<file path="config.mk">
export PLATFORM = sky130hd
export DESIGN_NAME = e1ls_top
export DESIGN_NICKNAME = d
export VERILOG_FILES = /design/src/core/e1ls_side.v /design/src/core/e1ls_top.v
export VERILOG_INCLUDE_DIRS = /design/src /design/src/core
export SDC_FILE = /design/constraint.sdc
export NUM_CORES = 2
export LEC_CHECK = 0
export BUFFER_PORTS_ARGS = -buffer_cell sky130_fd_sc_hd__buf_2
export CAP_MARGIN = 20
export CORE_ASPECT_RATIO = 0.5
export CORE_MARGIN = 1.5
export CORE_UTILIZATION = 34
export DETAILED_ROUTE_END_ITERATION = 10
export PLACE_DENSITY = 0.66
export SLEW_MARGIN = 20
export SYNTH_ARGS = -nofsm -noshare
export SYNTH_HDL_FRONTEND = slang
export SYNTH_SLANG_ARGS = --single-unit
</file>
<file path="constraint.sdc">
create_clock -name sys_clk -period 2.35 [get_ports sys_clk]
set_input_delay 0.235 -clock sys_clk [delete_from_list [all_inputs] [get_ports sys_clk]]
set_output_delay 0.235 -clock sys_clk [all_outputs]
set_load 0.01 [all_outputs]
</file>
<file path="src/core/e1ls_regs.vh">
// Purpose: Constants for the E1 line error statistics block
// Assumes: 40 MHz sys_clk, event inputs are single-cycle strobes on sys_clk
// Notes on behaviour
// - Count bipolar violations only inside frames judged valid, throughout the test.
// - With HDB3 selected, substitution violations never count, nor spoil violation-free seconds.
// - Violation ratio is violation count over bits in valid frames.
// - Accumulate seconds without violations, out-of-sync seconds included; ratio over test seconds.
// - Count every individual error in received frame alignment signals.
// - Framing error ratio is framing errors over valid frames.
// - Count CRC-4 code word errors only while CRC-4 checking is enabled.
// - CRC-4 ratio is erroneous code words over code words received.
// - Count one sync loss per incident meeting resync criteria.
// - Sync loss ratio is sync losses over valid frames.
// - Accumulate out-of-sync time; ratio over test seconds.
// - Clean second needs no CRC, framing or violation error and sync throughout.
// - Leaving an error condition records its code into a four-entry history.
// - Show normal condition whenever no error condition is present on a monitored side; an unmonitored side shows unmonitored.
// - Flag far end frame alarm and store its own history code.
// - Flag distant superframe alarm and store its own history code.
// - Flag out-of-sync on resync criteria and store a sync-loss code.
// - No-signal since start, or signal lost 150 ms; both share one code.
// - Emulated side in normal transmit is unmonitored; drop-insert monitors both sides.
// - Reset command clears every timer and counter, test seconds included.
// - Count valid frames, 256 bits each, only frames judged valid.
// - Keep elapsed test seconds from zero at test start.
`ifndef E1LS_REGS_VH
`define E1LS_REGS_VH
`define E1LS_CLK_HZ         40000000
`define E1LS_SEC_CYCLES     (`E1LS_CLK_HZ)
`define E1LS_LOS_MS         150
`define E1LS_LOS_CYCLES     (`E1LS_CLK_HZ / 1000 * `E1LS_LOS_MS)
`define E1LS_BITS_PER_FRAME 256
`define E1LS_COND_NORMAL    3'h0
`define E1LS_COND_FAR_ALARM 3'h1
`define E1LS_COND_SUPER_ALM 3'h2
`define E1LS_COND_OUT_SYNC  3'h3
`define E1LS_COND_NO_SIGNAL 3'h4
`define E1LS_COND_SIG_LOST  3'h5
`define E1LS_COND_UNMON     3'h6
`define E1LS_HCODE_NONE     2'h0
`define E1LS_HCODE_FAR      2'h0
`define E1LS_HCODE_SUPER    2'h1
`define E1LS_HCODE_SYNC     2'h2
`define E1LS_HCODE_SIGNAL   2'h3
`endif

</file>
<file path="src/core/e1ls_side.v">
// Purpose: One direction's counter set and line condition tracker
// Assumes: Events are one-cycle pulses on sys_clk; sec_tick from the shared divider
// Notes: Ratios are formed by software from these raw counts
`include "e1ls_regs.vh"
module e1ls_side #(
    parameter CW         = 32,
    parameter LOS_CYCLES = `E1LS_LOS_CYCLES
) (
    // Clock and reset
    input  wire          sys_clk,
    input  wire          reset_n,
    // Control
    input  wire          clear_cmd,
    input  wire          monitored,
    input  wire          hdb3_sel,
    input  wire          crc4_enable,
    input  wire          sec_tick,
    // Line events
    input  wire          valid_frame,
    input  wire          bipolar_violation,
    input  wire          hdb3_substitution,
    input  wire          fas_error,
    input  wire          crc4_word,
    input  wire          crc4_error,
    input  wire          resync_met,
    input  wire          in_sync,
    input  wire          signal_present,
    input  wire          far_end_frame_alarm,
    input  wire          distant_superframe_alarm,
    // Counters
    output reg  [CW-1:0] line_code_violation_count_ff,
    output reg  [CW-1:0] valid_bit_count_ff,
    output reg  [CW-1:0] violation_free_seconds_ff,
    output reg  [CW-1:0] framing_error_count_ff,
    output reg  [CW-1:0] valid_frame_count_ff,
    output reg  [CW-1:0] crc4_error_count_ff,
    output reg  [CW-1:0] crc4_word_count_ff,
    output reg  [CW-1:0] sync_loss_count_ff,
    output reg  [CW-1:0] out_of_sync_seconds_ff,
    output reg  [CW-1:0] clean_seconds_ff,
    // Condition
    output reg  [2:0]    condition_ff,
    output reg  [7:0]    history_ff,
    output reg  [2:0]    history_fill_ff
);
    localparam [CW-1:0] CMAX = {CW{1'b1}};
    localparam [CW-1:0] ONE  = {{(CW-1){1'b0}}, 1'b1};
    localparam [CW-1:0] BPF  = `E1LS_BITS_PER_FRAME;
    localparam [31:0]   LOSC = LOS_CYCLES;

    reg        viol_sec_ff;
    reg        err_sec_ff;
    reg        sync_bad_sec_ff;
    reg        seen_signal_ff;
    reg [31:0] loss_cnt_ff;
    reg [2:0]  nxt_condition;
    reg [1:0]  hcode;

    // Substitution violations are excluded when HDB3 is on
    wire real_bpv = monitored & bipolar_violation & ~(hdb3_sel & hdb3_substitution);
    wire bpv_in_frame = real_bpv & in_sync;

    function [CW-1:0] sat_add;
        input [CW-1:0] v;
        input [CW-1:0] d;
        reg   [CW:0]   s;
        begin
            s = {1'b0, v} + {1'b0, d};
            sat_add = s[CW] ? CMAX : s[CW-1:0];
        end
    endfunction

    // Counters, all saturating
    always @(posedge sys_clk or negedge reset_n) begin
        if (!reset_n) begin
            line_code_violation_count_ff <= {CW{1'b0}};
            valid_bit_count_ff           <= {CW{1'b0}};
            violation_free_seconds_ff    <= {CW{1'b0}};
            framing_error_count_ff       <= {CW{1'b0}};
            valid_frame_count_ff         <= {CW{1'b0}};
            crc4_error_count_ff          <= {CW{1'b0}};
            crc4_word_count_ff           <= {CW{1'b0}};
            sync_loss_count_ff           <= {CW{1'b0}};
            out_of_sync_seconds_ff       <= {CW{1'b0}};
            clean_seconds_ff             <= {CW{1'b0}};
            viol_sec_ff                  <= 1'b0;
            err_sec_ff                   <= 1'b0;
            sync_bad_sec_ff              <= 1'b0;
        end else if (clear_cmd) begin
            line_code_violation_count_ff <= {CW{1'b0}};
            valid_bit_count_ff           <= {CW{1'b0}};
            violation_free_seconds_ff    <= {CW{1'b0}};
            framing_error_count_ff       <= {CW{1'b0}};
            valid_frame_count_ff         <= {CW{1'b0}};
            crc4_error_count_ff          <= {CW{1'b0}};
            crc4_word_count_ff           <= {CW{1'b0}};
            sync_loss_count_ff           <= {CW{1'b0}};
            out_of_sync_seconds_ff       <= {CW{1'b0}};
            clean_seconds_ff             <= {CW{1'b0}};
            viol_sec_ff                  <= 1'b0;
            err_sec_ff                   <= 1'b0;
            sync_bad_sec_ff              <= 1'b0;
        end else if (monitored) begin
            if (bpv_in_frame)
                line_code_violation_count_ff <= sat_add(line_code_violation_count_ff, ONE);
            if (valid_frame) begin
                valid_frame_count_ff <= sat_add(valid_frame_count_ff, ONE);
                valid_bit_count_ff   <= sat_add(valid_bit_count_ff, BPF);
            end
            if (fas_error)
                framing_error_count_ff <= sat_add(framing_error_count_ff, ONE);
            if (crc4_enable && crc4_error)
                crc4_error_count_ff <= sat_add(crc4_error_count_ff, ONE);
            if (crc4_enable && crc4_word)
                crc4_word_count_ff <= sat_add(crc4_word_count_ff, ONE);
            if (resync_met)
                sync_loss_count_ff <= sat_add(sync_loss_count_ff, ONE);
            if (sec_tick) begin
                if (!(viol_sec_ff || real_bpv))
                    violation_free_seconds_ff <= sat_add(violation_free_seconds_ff, ONE);
                if (sync_bad_sec_ff || !in_sync)
                    out_of_sync_seconds_ff <= sat_add(out_of_sync_seconds_ff, ONE);
                if (!(err_sec_ff || sync_bad_sec_ff || !in_sync || bpv_in_frame || fas_error
                      || (crc4_enable && crc4_error)))
                    clean_seconds_ff <= sat_add(clean_seconds_ff, ONE);
                viol_sec_ff     <= 1'b0;
                err_sec_ff      <= 1'b0;
                sync_bad_sec_ff <= 1'b0;
            end else begin
                viol_sec_ff     <= viol_sec_ff | real_bpv;
                err_sec_ff      <= err_sec_ff | bpv_in_frame | fas_error | (crc4_enable & crc4_error);
                sync_bad_sec_ff <= sync_bad_sec_ff | ~in_sync;
            end
        end
    end

    // Signal loss timing: 150 ms of silence before declaring loss
    always @(posedge sys_clk or negedge reset_n) begin
        if (!reset_n) begin
            seen_signal_ff <= 1'b0;
            loss_cnt_ff    <= 32'h00000000;
        end else if (clear_cmd) begin
            seen_signal_ff <= 1'b0;
            loss_cnt_ff    <= 32'h00000000;
        end else if (signal_present) begin
            seen_signal_ff <= 1'b1;
            loss_cnt_ff    <= 32'h00000000;
        end else if (loss_cnt_ff < LOSC) begin
            loss_cnt_ff <= loss_cnt_ff + 32'h00000001;
        end
    end

    // Priority: signal, sync, far end alarm, superframe alarm
    always @* begin
        nxt_condition = `E1LS_COND_NORMAL;
        hcode         = `E1LS_HCODE_NONE;
        if (!monitored)
            nxt_condition = `E1LS_COND_UNMON;
        else if (!seen_signal_ff)
            nxt_condition = `E1LS_COND_NO_SIGNAL;
        else if (loss_cnt_ff >= LOSC)
            nxt_condition = `E1LS_COND_SIG_LOST;
        else if (!in_sync)
            nxt_condition = `E1LS_COND_OUT_SYNC;
        else if (far_end_frame_alarm)
            nxt_condition = `E1LS_COND_FAR_ALARM;
        else if (distant_superframe_alarm)
            nxt_condition = `E1LS_COND_SUPER_ALM;
        case (condition_ff)
            `E1LS_COND_FAR_ALARM: hcode = `E1LS_HCODE_FAR;
            `E1LS_COND_SUPER_ALM: hcode = `E1LS_HCODE_SUPER;
            `E1LS_COND_OUT_SYNC:  hcode = `E1LS_HCODE_SYNC;
            default:              hcode = `E1LS_HCODE_SIGNAL;
        endcase
    end

    // History is a shift register of the last four error conditions left
    always @(posedge sys_clk or negedge reset_n) begin
        if (!reset_n) begin
            condition_ff    <= `E1LS_COND_NORMAL;
            history_ff      <= 8'h00;
            history_fill_ff <= 3'h0;
        end else if (clear_cmd) begin
            condition_ff    <= `E1LS_COND_NORMAL;
            history_ff      <= 8'h00;
            history_fill_ff <= 3'h0;
        end else begin
            condition_ff <= nxt_condition;
            if (nxt_condition != condition_ff && condition_ff != `E1LS_COND_NORMAL
                && condition_ff != `E1LS_COND_UNMON) begin
                history_ff <= {history_ff[5:0], hcode};
                if (history_fill_ff != 3'h4)
                    history_fill_ff <= history_fill_ff + 3'h1;
            end
        end
    end
endmodule

</file>
<file path="src/core/e1ls_top.v">
// Purpose: E1 line error statistics for DTE and DCE directions
// Assumes: Line event strobes come from framer logic on sys_clk
// Notes: Counters saturate; software forms the ratios
`include "e1ls_regs.vh"
module e1ls_top #(
    parameter CW         = 32,
    parameter SEC_CYCLES = `E1LS_SEC_CYCLES,
    parameter LOS_CYCLES = `E1LS_LOS_CYCLES
) (
    // Clock and reset
    input  wire            sys_clk,
    input  wire            reset_n,
    // Control
    input  wire            clear_cmd,
    input  wire            hdb3_sel,
    input  wire            crc4_enable,
    input  wire            emulate_mode,
    input  wire            emulate_dce,
    input  wire            drop_insert_transmit,
    // Line events, index 0 DTE, 1 DCE
    input  wire [1:0]      valid_frame,
    input  wire [1:0]      bipolar_violation,
    input  wire [1:0]      hdb3_substitution,
    input  wire [1:0]      fas_error,
    input  wire [1:0]      crc4_word,
    input  wire [1:0]      crc4_error,
    input  wire [1:0]      resync_met,
    input  wire [1:0]      in_sync,
    input  wire [1:0]      signal_present,
    input  wire [1:0]      far_end_frame_alarm,
    input  wire [1:0]      distant_superframe_alarm,
    // Shared status
    output reg  [CW-1:0]   test_seconds_ff,
    output reg             sec_tick_ff,
    // Per side counters, DCE in upper half
    output wire [2*CW-1:0] line_code_violation_count,
    output wire [2*CW-1:0] valid_bit_count,
    output wire [2*CW-1:0] violation_free_seconds,
    output wire [2*CW-1:0] framing_error_count,
    output wire [2*CW-1:0] valid_frame_count,
    output wire [2*CW-1:0] crc4_error_count,
    output wire [2*CW-1:0] crc4_word_count,
    output wire [2*CW-1:0] sync_loss_count,
    output wire [2*CW-1:0] out_of_sync_seconds,
    output wire [2*CW-1:0] clean_seconds,
    output wire [5:0]      condition,
    output wire [15:0]     history,
    output wire [5:0]      history_fill
);
    localparam [31:0]   SECC = SEC_CYCLES;
    localparam [CW-1:0] CMAX = {CW{1'b1}};

    reg  [31:0] div_ff;
    reg  [1:0]  mon_ff;
    reg  [1:0]  nxt_mon;

    // One-second tick from the system clock
    always @(posedge sys_clk or negedge reset_n) begin
        if (!reset_n) begin
            div_ff          <= 32'h00000000;
            sec_tick_ff     <= 1'b0;
            test_seconds_ff <= {CW{1'b0}};
        end else if (clear_cmd) begin
            div_ff          <= 32'h00000000;
            sec_tick_ff     <= 1'b0;
            test_seconds_ff <= {CW{1'b0}};
        end else begin
            sec_tick_ff <= (div_ff == SECC - 32'h00000001);
            div_ff      <= (div_ff == SECC - 32'h00000001) ? 32'h00000000 : div_ff + 32'h00000001;
            if (sec_tick_ff && test_seconds_ff != CMAX)
                test_seconds_ff <= test_seconds_ff + {{(CW-1){1'b0}}, 1'b1};
        end
    end

    // Emulated side goes unmonitored unless drop-and-insert is on
    always @* begin
        nxt_mon = 2'h3;
        if (emulate_mode && !drop_insert_transmit)
            nxt_mon[emulate_dce] = 1'b0;
    end

    always @(posedge sys_clk or negedge reset_n) begin
        if (!reset_n)
            mon_ff <= 2'h3;
        else
            mon_ff <= nxt_mon;
    end

    genvar g;
    generate
        for (g = 0; g < 2; g = g + 1) begin : side
            e1ls_side #(
                .CW         (CW),
                .LOS_CYCLES (LOS_CYCLES)
            ) u_side (
                .sys_clk                      (sys_clk),
                .reset_n                      (reset_n),
                .clear_cmd                    (clear_cmd),
                .monitored                    (mon_ff[g]),
                .hdb3_sel                     (hdb3_sel),
                .crc4_enable                  (crc4_enable),
                .sec_tick                     (sec_tick_ff),
                .valid_frame                  (valid_frame[g]),
                .bipolar_violation            (bipolar_violation[g]),
                .hdb3_substitution            (hdb3_substitution[g]),
                .fas_error                    (fas_error[g]),
                .crc4_word                    (crc4_word[g]),
                .crc4_error                   (crc4_error[g]),
                .resync_met                   (resync_met[g]),
                .in_sync                      (in_sync[g]),
                .signal_present               (signal_present[g]),
                .far_end_frame_alarm          (far_end_frame_alarm[g]),
                .distant_superframe_alarm     (distant_superframe_alarm[g]),
                .line_code_violation_count_ff (line_code_violation_count[g*CW +: CW]),
                .valid_bit_count_ff           (valid_bit_count[g*CW +: CW]),
                .violation_free_seconds_ff    (violation_free_seconds[g*CW +: CW]),
                .framing_error_count_ff       (framing_error_count[g*CW +: CW]),
                .valid_frame_count_ff         (valid_frame_count[g*CW +: CW]),
                .crc4_error_count_ff          (crc4_error_count[g*CW +: CW]),
                .crc4_word_count_ff           (crc4_word_count[g*CW +: CW]),
                .sync_loss_count_ff           (sync_loss_count[g*CW +: CW]),
                .out_of_sync_seconds_ff       (out_of_sync_seconds[g*CW +: CW]),
                .clean_seconds_ff             (clean_seconds[g*CW +: CW]),
                .condition_ff                 (condition[g*3 +: 3]),
                .history_ff                   (history[g*8 +: 8]),
                .history_fill_ff              (history_fill[g*3 +: 3])
            );
        end
    endgenerate
endmodule

</file>
=== Word level (Yosys, flattened, before mapping) ===
Index checks and enable logic that the tools add are counted.

* Add/sub/neg operators: 26
* Multiply operators: 0
* Divide/modulo/power cells: 0
* Order comparisons: 6
* Equality and inequality tests: 18
* Shift operators: 0
* Mux-type cells: 148
* Bitwise operators: 25
* Reductions and logical operators: 76

{| class="wikitable"
|+ Operators by type and width
! cell !! number
|-
| $mux W32 || 96
|-
| $add A32 B1 Y33 const B || 18
|-
| $add A32 B1 Y32 const B || 4
|-
| $add A32 B9 Y33 const B || 2
|-
| $ge A32 B23 Y1 const B || 2
|-
| $lt A32 B23 Y1 const B || 2
|-
| $mux W3 || 18
|-
| $reduce_bool A2 Y1 || 24
|-
| $eq A32 B26 Y1 const B || 1
|-
| $mux W8 || 4
|-
| $ne A32 B32 Y1 const B || 1
|-
| $reduce_and A2 Y1 || 14
|-
| $mux W1 || 24
|-
| $reduce_and A3 Y1 || 6
|-
| $logic_or A1 B1 Y1 || 14
|-
| $eq A3 B2 Y1 const B || 4
|-
| $ne A3 B3 Y1 const B || 4
|-
| $pmux W2 S3 || 2
|-
| $reduce_bool A3 Y1 || 4
|-
| $logic_and A1 B1 Y1 || 11
|-
| $and A1 B1 Y1 || 10
|-
| $or A1 B1 Y1 || 10
|-
| $ne A2 B2 Y1 const B || 4
|-
| $add A3 B1 Y3 const B || 2
|-
| 9 further kinds || 18
|}

* Register bits after elaboration: 807
* Latch bits: 0
* Memory bits (writable): 0
* ROM bits: 0
* Bits of input ports: 30
* Output and inout bits: 701
* Word-level logic and storage cells: 339
* Memories kept: 0

=== Depth between registers and ports, before layout ===
* Depth after elaboration: 11
* Gate-level depth with buffers: 10
* Depth with buffers taken out: 8

=== Modules after synthesis ===
A second synthesis with hierarchy kept.

* Cell total of the unflattened synthesis: 5,123
* Area total of the unflattened synthesis: 43,663.1 µm²

{| class="wikitable"
|+ By module, submodules not included
! module !! times used !! cells an instance !! area an instance (µm²) !! seq. area each (µm²)
|-
| e1ls_side (side[0].u_side) || 1 || 2,395 || 20,209.4 || 9,083.7
|-
| e1ls_side (side[1].u_side) || 1 || 2,374 || 20,038.0 || 9,083.7
|-
| e1ls_top || 1 || 354 || 3,415.8 || 1,679.1
|}

=== Worst setup path before layout ===
No wires, ideal clock.

* Path type: register to register
* Start point: register side[0].u_side.sync_loss_count_ff[0]
* End point: register side[0].u_side.sync_loss_count_ff[23]
* Arrival: 2.473 ns
* Required time: 2.284 ns
* Path slack: -0.189 ns
* Stages on the path, launching flop included: 10
* Path buffers: 1
* Clock period less this slack: 2.539 ns
* Path through: dfrtp_1 ha_1 nand3_1 or4_4 nor4_2 nand3_1 or2_1 buf_2 o41ai_1 a22o_1

* Longest elaborated chain between the ends: 5

{| class="wikitable"
|+ Ends and longest elaborated chain
! what !! RTL line !! source
|-
| start: declaration || e1ls_side.v:38 || <nowiki>output reg [CW-1:0] sync_loss_count_ff,</nowiki>
|-
| start signal: assignment || e1ls_side.v:83 || <nowiki>sync_loss_count_ff <= {CW{1'b0}};</nowiki>
|-
| start signal: assignment || e1ls_side.v:97 || <nowiki>sync_loss_count_ff <= {CW{1'b0}};</nowiki>
|-
| start signal: assignment || e1ls_side.v:117 || <nowiki>sync_loss_count_ff <= sat_add(sync_loss_count_ff, ONE);</nowiki>
|-
| $add A32 B1 Y33 || e1ls_side.v:68 || <nowiki>s = {1'b0, v} + {1'b0, d};</nowiki>
|-
| $mux W32 || e1ls_side.v:69 || <nowiki>sat_add = s[CW] ? CMAX : s[CW-1:0];</nowiki>
|-
| $mux W32 || e1ls_side.v:116 || <nowiki>if (resync_met)</nowiki>
|-
| $mux W32 || e1ls_side.v:103 || <nowiki>end else if (monitored) begin</nowiki>
|-
| $mux W32 || e1ls_side.v:89 || <nowiki>end else if (clear_cmd) begin</nowiki>
|}

No other way between the ends. The select of a mux whose other input is x is not followed.
A chain may end at the register's enable or synchronous reset.

=== Worst setup path in the final report ===
* Start point: register side[1].u_side.line_code_violation_count_ff[1]
* End point: register side[1].u_side.line_code_violation_count_ff[9]

* Longest elaborated chain between the ends: 5

{| class="wikitable"
|+ Ends and longest elaborated chain
! what !! RTL line !! source
|-
| start: declaration || e1ls_side.v:31 || <nowiki>output reg [CW-1:0] line_code_violation_count_ff,</nowiki>
|-
| start signal: assignment || e1ls_side.v:76 || <nowiki>line_code_violation_count_ff <= {CW{1'b0}};</nowiki>
|-
| start signal: assignment || e1ls_side.v:90 || <nowiki>line_code_violation_count_ff <= {CW{1'b0}};</nowiki>
|-
| start signal: assignment || e1ls_side.v:105 || <nowiki>line_code_violation_count_ff <= sat_add(line_code_violation_count_ff, ONE);</nowiki>
|-
| $add A32 B1 Y33 || e1ls_side.v:68 ||
|-
| $mux W32 || e1ls_side.v:69 ||
|-
| $mux W32 || e1ls_side.v:104 || <nowiki>if (bpv_in_frame)</nowiki>
|-
| $mux W32 || e1ls_side.v:103 ||
|-
| $mux W32 || e1ls_side.v:89 ||
|}

No other way between the ends. The select of a mux whose other input is x is not followed.

==> impl_metrics.tcl <==
set metrics [dict create \
    outcome "finished clean" \
    number_of_synthesized_flops_with_an_enable_pin 0 \
    holdCritPathClass "input pin to async pin" \
    ys_types 90 \
    worst_ep_required_time_ps 2980 \
    synth.avg_cell_area_um2 8.560 \
    static-leakage-power_nw 26.31 \
    clk_path_buf_depth 3 \
    max_cap_viol_count 0 \
    rsz0062_at_grt "true" \
    drive_above_1_share_pct 25.86 \
    reg2reg_depth 7 \
    start_util_pct 34.24 \
    pwr_density_cell_nw_per_um2 538.3 \
    ys_flop_type "sky130_fd_sc_hd__dfrtp_1" \
    fillCellCount 12150 \
    h_tree_lvl_count 3 \
    grt_start_max_net_pins 92 \
    final.setup_skew_ps 27.70 \
    setup.worst_path.start_class "flip-flop" \
    grt_first_pass_wirelength_mm 239.7 \
    coreArea_um2 125800 \
    critical_path.max_fanout 5 \
    syn-num-nets 5093 \
    area_delta_synth_final_pct 30.22 \
    timing.critical_path.cells "ha_4 -> nand2_4 -> or4_4 -> or4_4 -> buf_8 -> a211o_4 -> a21oi_2" \
    critical-path-top-cell-by-count "sky130_fd_sc_hd__or4_4" \
    std_cell_rows 92 \
    achievable-frequency_mhz 431.6 \
    critical_path_arrival_ps 2950 \
    buffers_added_on_ports 730 \
    cts_made_buffers 82 \
    async_reset_ff_share_pct 100.0 \
    die_area_um2 129000 \
    portion_of_the_post_synthesis_area_used_by_sequential_elements_pct 46.07 \
    die_y_um 254.7 \
    drt_iter0_drc 3446 \
    route.detailed.vias_per_inst 5.546 \
    num_vias 43800 \
    clock_tree.root_cell "sky130_fd_sc_hd__clkbuf_16" \
    globalRoute.totalOverflow 0 \
    path_depth 7 \
    synthesis.yosys.warnings 0 \
    synth_top_cell_by_area "sky130_fd_sc_hd__dfrtp_1" \
    tritoncts "done" \
    design_area_um2 56100 \
    routed_wire_length_per_instance_um 20.03 \
    postRouteAntennaNets 0 \
    peakVddDrop_v 0.0005360 \
    critical_path.max_stage_delay_ps 550 \
    horiz_die_dim_um 506.4 \
    final_max_slew_viol_count 0 \
    timing.critical_path.to_type "flip-flop" \
    most_used_standard_cell_by_instance_count_after_synthesis "sky130_fd_sc_hd__dfrtp_1" \
    wl_mm 158.2 \
    drc_errors 0 \
    dp_hpwl_mm 115.8 \
    setup_violation_total_in_the_final_timing_report 0 \
    ys_seq_elements 793 \
    netlist.area_leader.share_pct 45.95 \
    hold_viol 0 \
    timing.max_slew.rel_slack_pct 36.95 \
    cts_sinks 793 \
    path_delay_family "simple AND/OR/NAND/NOR gates" \
    path_buf_inv 1 \
    setup-tns-final_ps 0 \
    syn-cell-area_um2 43080 \
    power_w 0.03020 \
    postPlaceCellArea_um2 52200 \
    post-route-min-period_ps 2317 \
    grt_pass1_vias 40030 \
    critical-path-slowest-cell "sky130_fd_sc_hd__or4_4" \
    clkLatencyLatePin_ps 700 \
    cells_after_synthesis 5033 \
    clkTransAtPathRegs_ps 70 \
    max_slew.worst_pin.slew_ps 945.8 \
    synthTopCellsByArea "sky130_fd_sc_hd__dfrtp_1 46%, sky130_fd_sc_hd__o21ai_0 6.9%, sky130_fd_sc_hd__a21oi_1 4.5%" \
    period_share_pct 98.60 \
    number_of_nets_in_the_finished_design 6200 \
    routabilityCongestion 0.9549 \
    io_pins 731 \
    grt.total_usage_pct 23.38 \
    antenna_violations_before_repair 3 \
    setup.worst_path.class "flip-flop to flip-flop" \
    synth_common_cells "791 x sky130_fd_sc_hd__dfrtp_1, 592 x sky130_fd_sc_hd__o21ai_0, 512 x sky130_fd_sc_hd__nor2_1, 500 x sky130_fd_sc_hd__nand2_1, 385 x sky130_fd_sc_hd__a21oi_1" \
    detail_route.first_pass.iterations 5 \
]
## per-layer routing
metal	track usage, %	wire length (um)	up-vias
met5	0	0	-
met4	13.14	9458	0
met3	4.790	8664	396
met2	36.38	72230	1317
met1	30.43	67850	21430
li1	-	-	20650
## final timing paths
kind / start / end / slack [ps]
worst max-delay path: side[1].u_side.line_code_violation_count_ff[1] / side[1].u_side.line_code_violation_count_ff[9] / 30
worst min-delay path: reset_n / side[0].u_side.crc4_word_count_ff[3] / 80
worst max register to register: side[1].u_side.line_code_violation_count_ff[1] / side[1].u_side.line_code_violation_count_ff[9] / 30
worst min register to register: div_ff[0] / div_ff[0] / 480
max in group asynchronous: reset_n / side[1].u_side.crc4_error_count_ff[0] / 1350
min in group sys_clk: fas_error[0] / side[0].u_side.framing_error_count_ff[20] / 90
## cells in the final DEF (no fill, tap or decap), types with 32 or more instances in the layout
cell type	synthesis	final
sky130_fd_sc_hd__and2_1	73	71
sky130_fd_sc_hd__a21oi_1	385	371
sky130_fd_sc_hd__a31oi_1	147	144
sky130_fd_sc_hd__buf_4	16	485
sky130_fd_sc_hd__or3_1	41	32
sky130_fd_sc_hd__a211oi_1	81	77
sky130_fd_sc_hd__nor2_1	512	496
sky130_fd_sc_hd__mux2i_1	44	44
sky130_fd_sc_hd__nand4_1	112	112
sky130_fd_sc_hd__nor3_1	162	151
sky130_fd_sc_hd__clkbuf_16	0	85
sky130_fd_sc_hd__xnor2_1	53	53
sky130_fd_sc_hd__buf_12	0	44
sky130_fd_sc_hd__nand2_1	500	492
sky130_fd_sc_hd__inv_1	161	160
sky130_fd_sc_hd__nand3_1	281	276
sky130_fd_sc_hd__buf_2	13	728
sky130_fd_sc_hd__and4_1	61	60
sky130_fd_sc_hd__and3_1	169	163
sky130_fd_sc_hd__o21ai_0	592	577
sky130_fd_sc_hd__a311oi_1	60	58
sky130_fd_sc_hd__a22o_1	45	45
sky130_fd_sc_hd__xor2_1	79	79
sky130_fd_sc_hd__dfrtp_1	791	785
## through the flow
step	utilization, %	setup slack [ps]	hold WS, ps	instances
final	44.59	32.79	83.77	7897
after global routing	44.59	-60.38	99.17	7897
after CTS	43.96	0.06484	36.30	7860
after detailed placement	41.49	-527.2	226.3	7693
after global placement	41.49	-521.3	228.4	7693
after floorplan	-	-57.97	-60.59	5033
## what timing repair did
action | 4_1_cts | 5_1_grt
endpoints found under the hold margin | 417 | 0
pin swaps | 4 | 42
resized for setup | 13 | 131
hold buffers | 15 | 0
gates cloned | 0 | 2
setup buffers | 6 | 34
setup endpoints to repair | 54 | 328
## area by class of cell
cell class                 instances  area (um2)  share of cell area [%]
multi-input combinational       3817       22190                   39.55
clock buffer                     112        2357                   4.202
inverter                         161       606.8                   1.082
tap                             1692        2117                   3.774
antenna                            3       7.507                 0.01338
clock inverter                    34       481.7                  0.8587
sequential                       793       19850                   35.39
timing repair buffer            1285        8487                   15.13
## cells by family after synthesis
family	synth area share, %
AND/OR/NAND/NOR	23.71
multiplexers	1.127
AO/OA/AOI/OAI	21.60
XOR/XNOR	2.684
adder cells (fa/ha/maj)	0.8713
buffers and inverters	3.941
flip-flops	46.07
## where the power goes
part | switching (W) | internal (W) | total (W)
clock | 0.00616 | 0.00807 | 0.0142
combinational | 0.00138 | 0.000720 | 0.00210
sequential | 0.000121 | 0.0138 | 0.0139
Note: power is estimated with default switching activity, not from simulation.
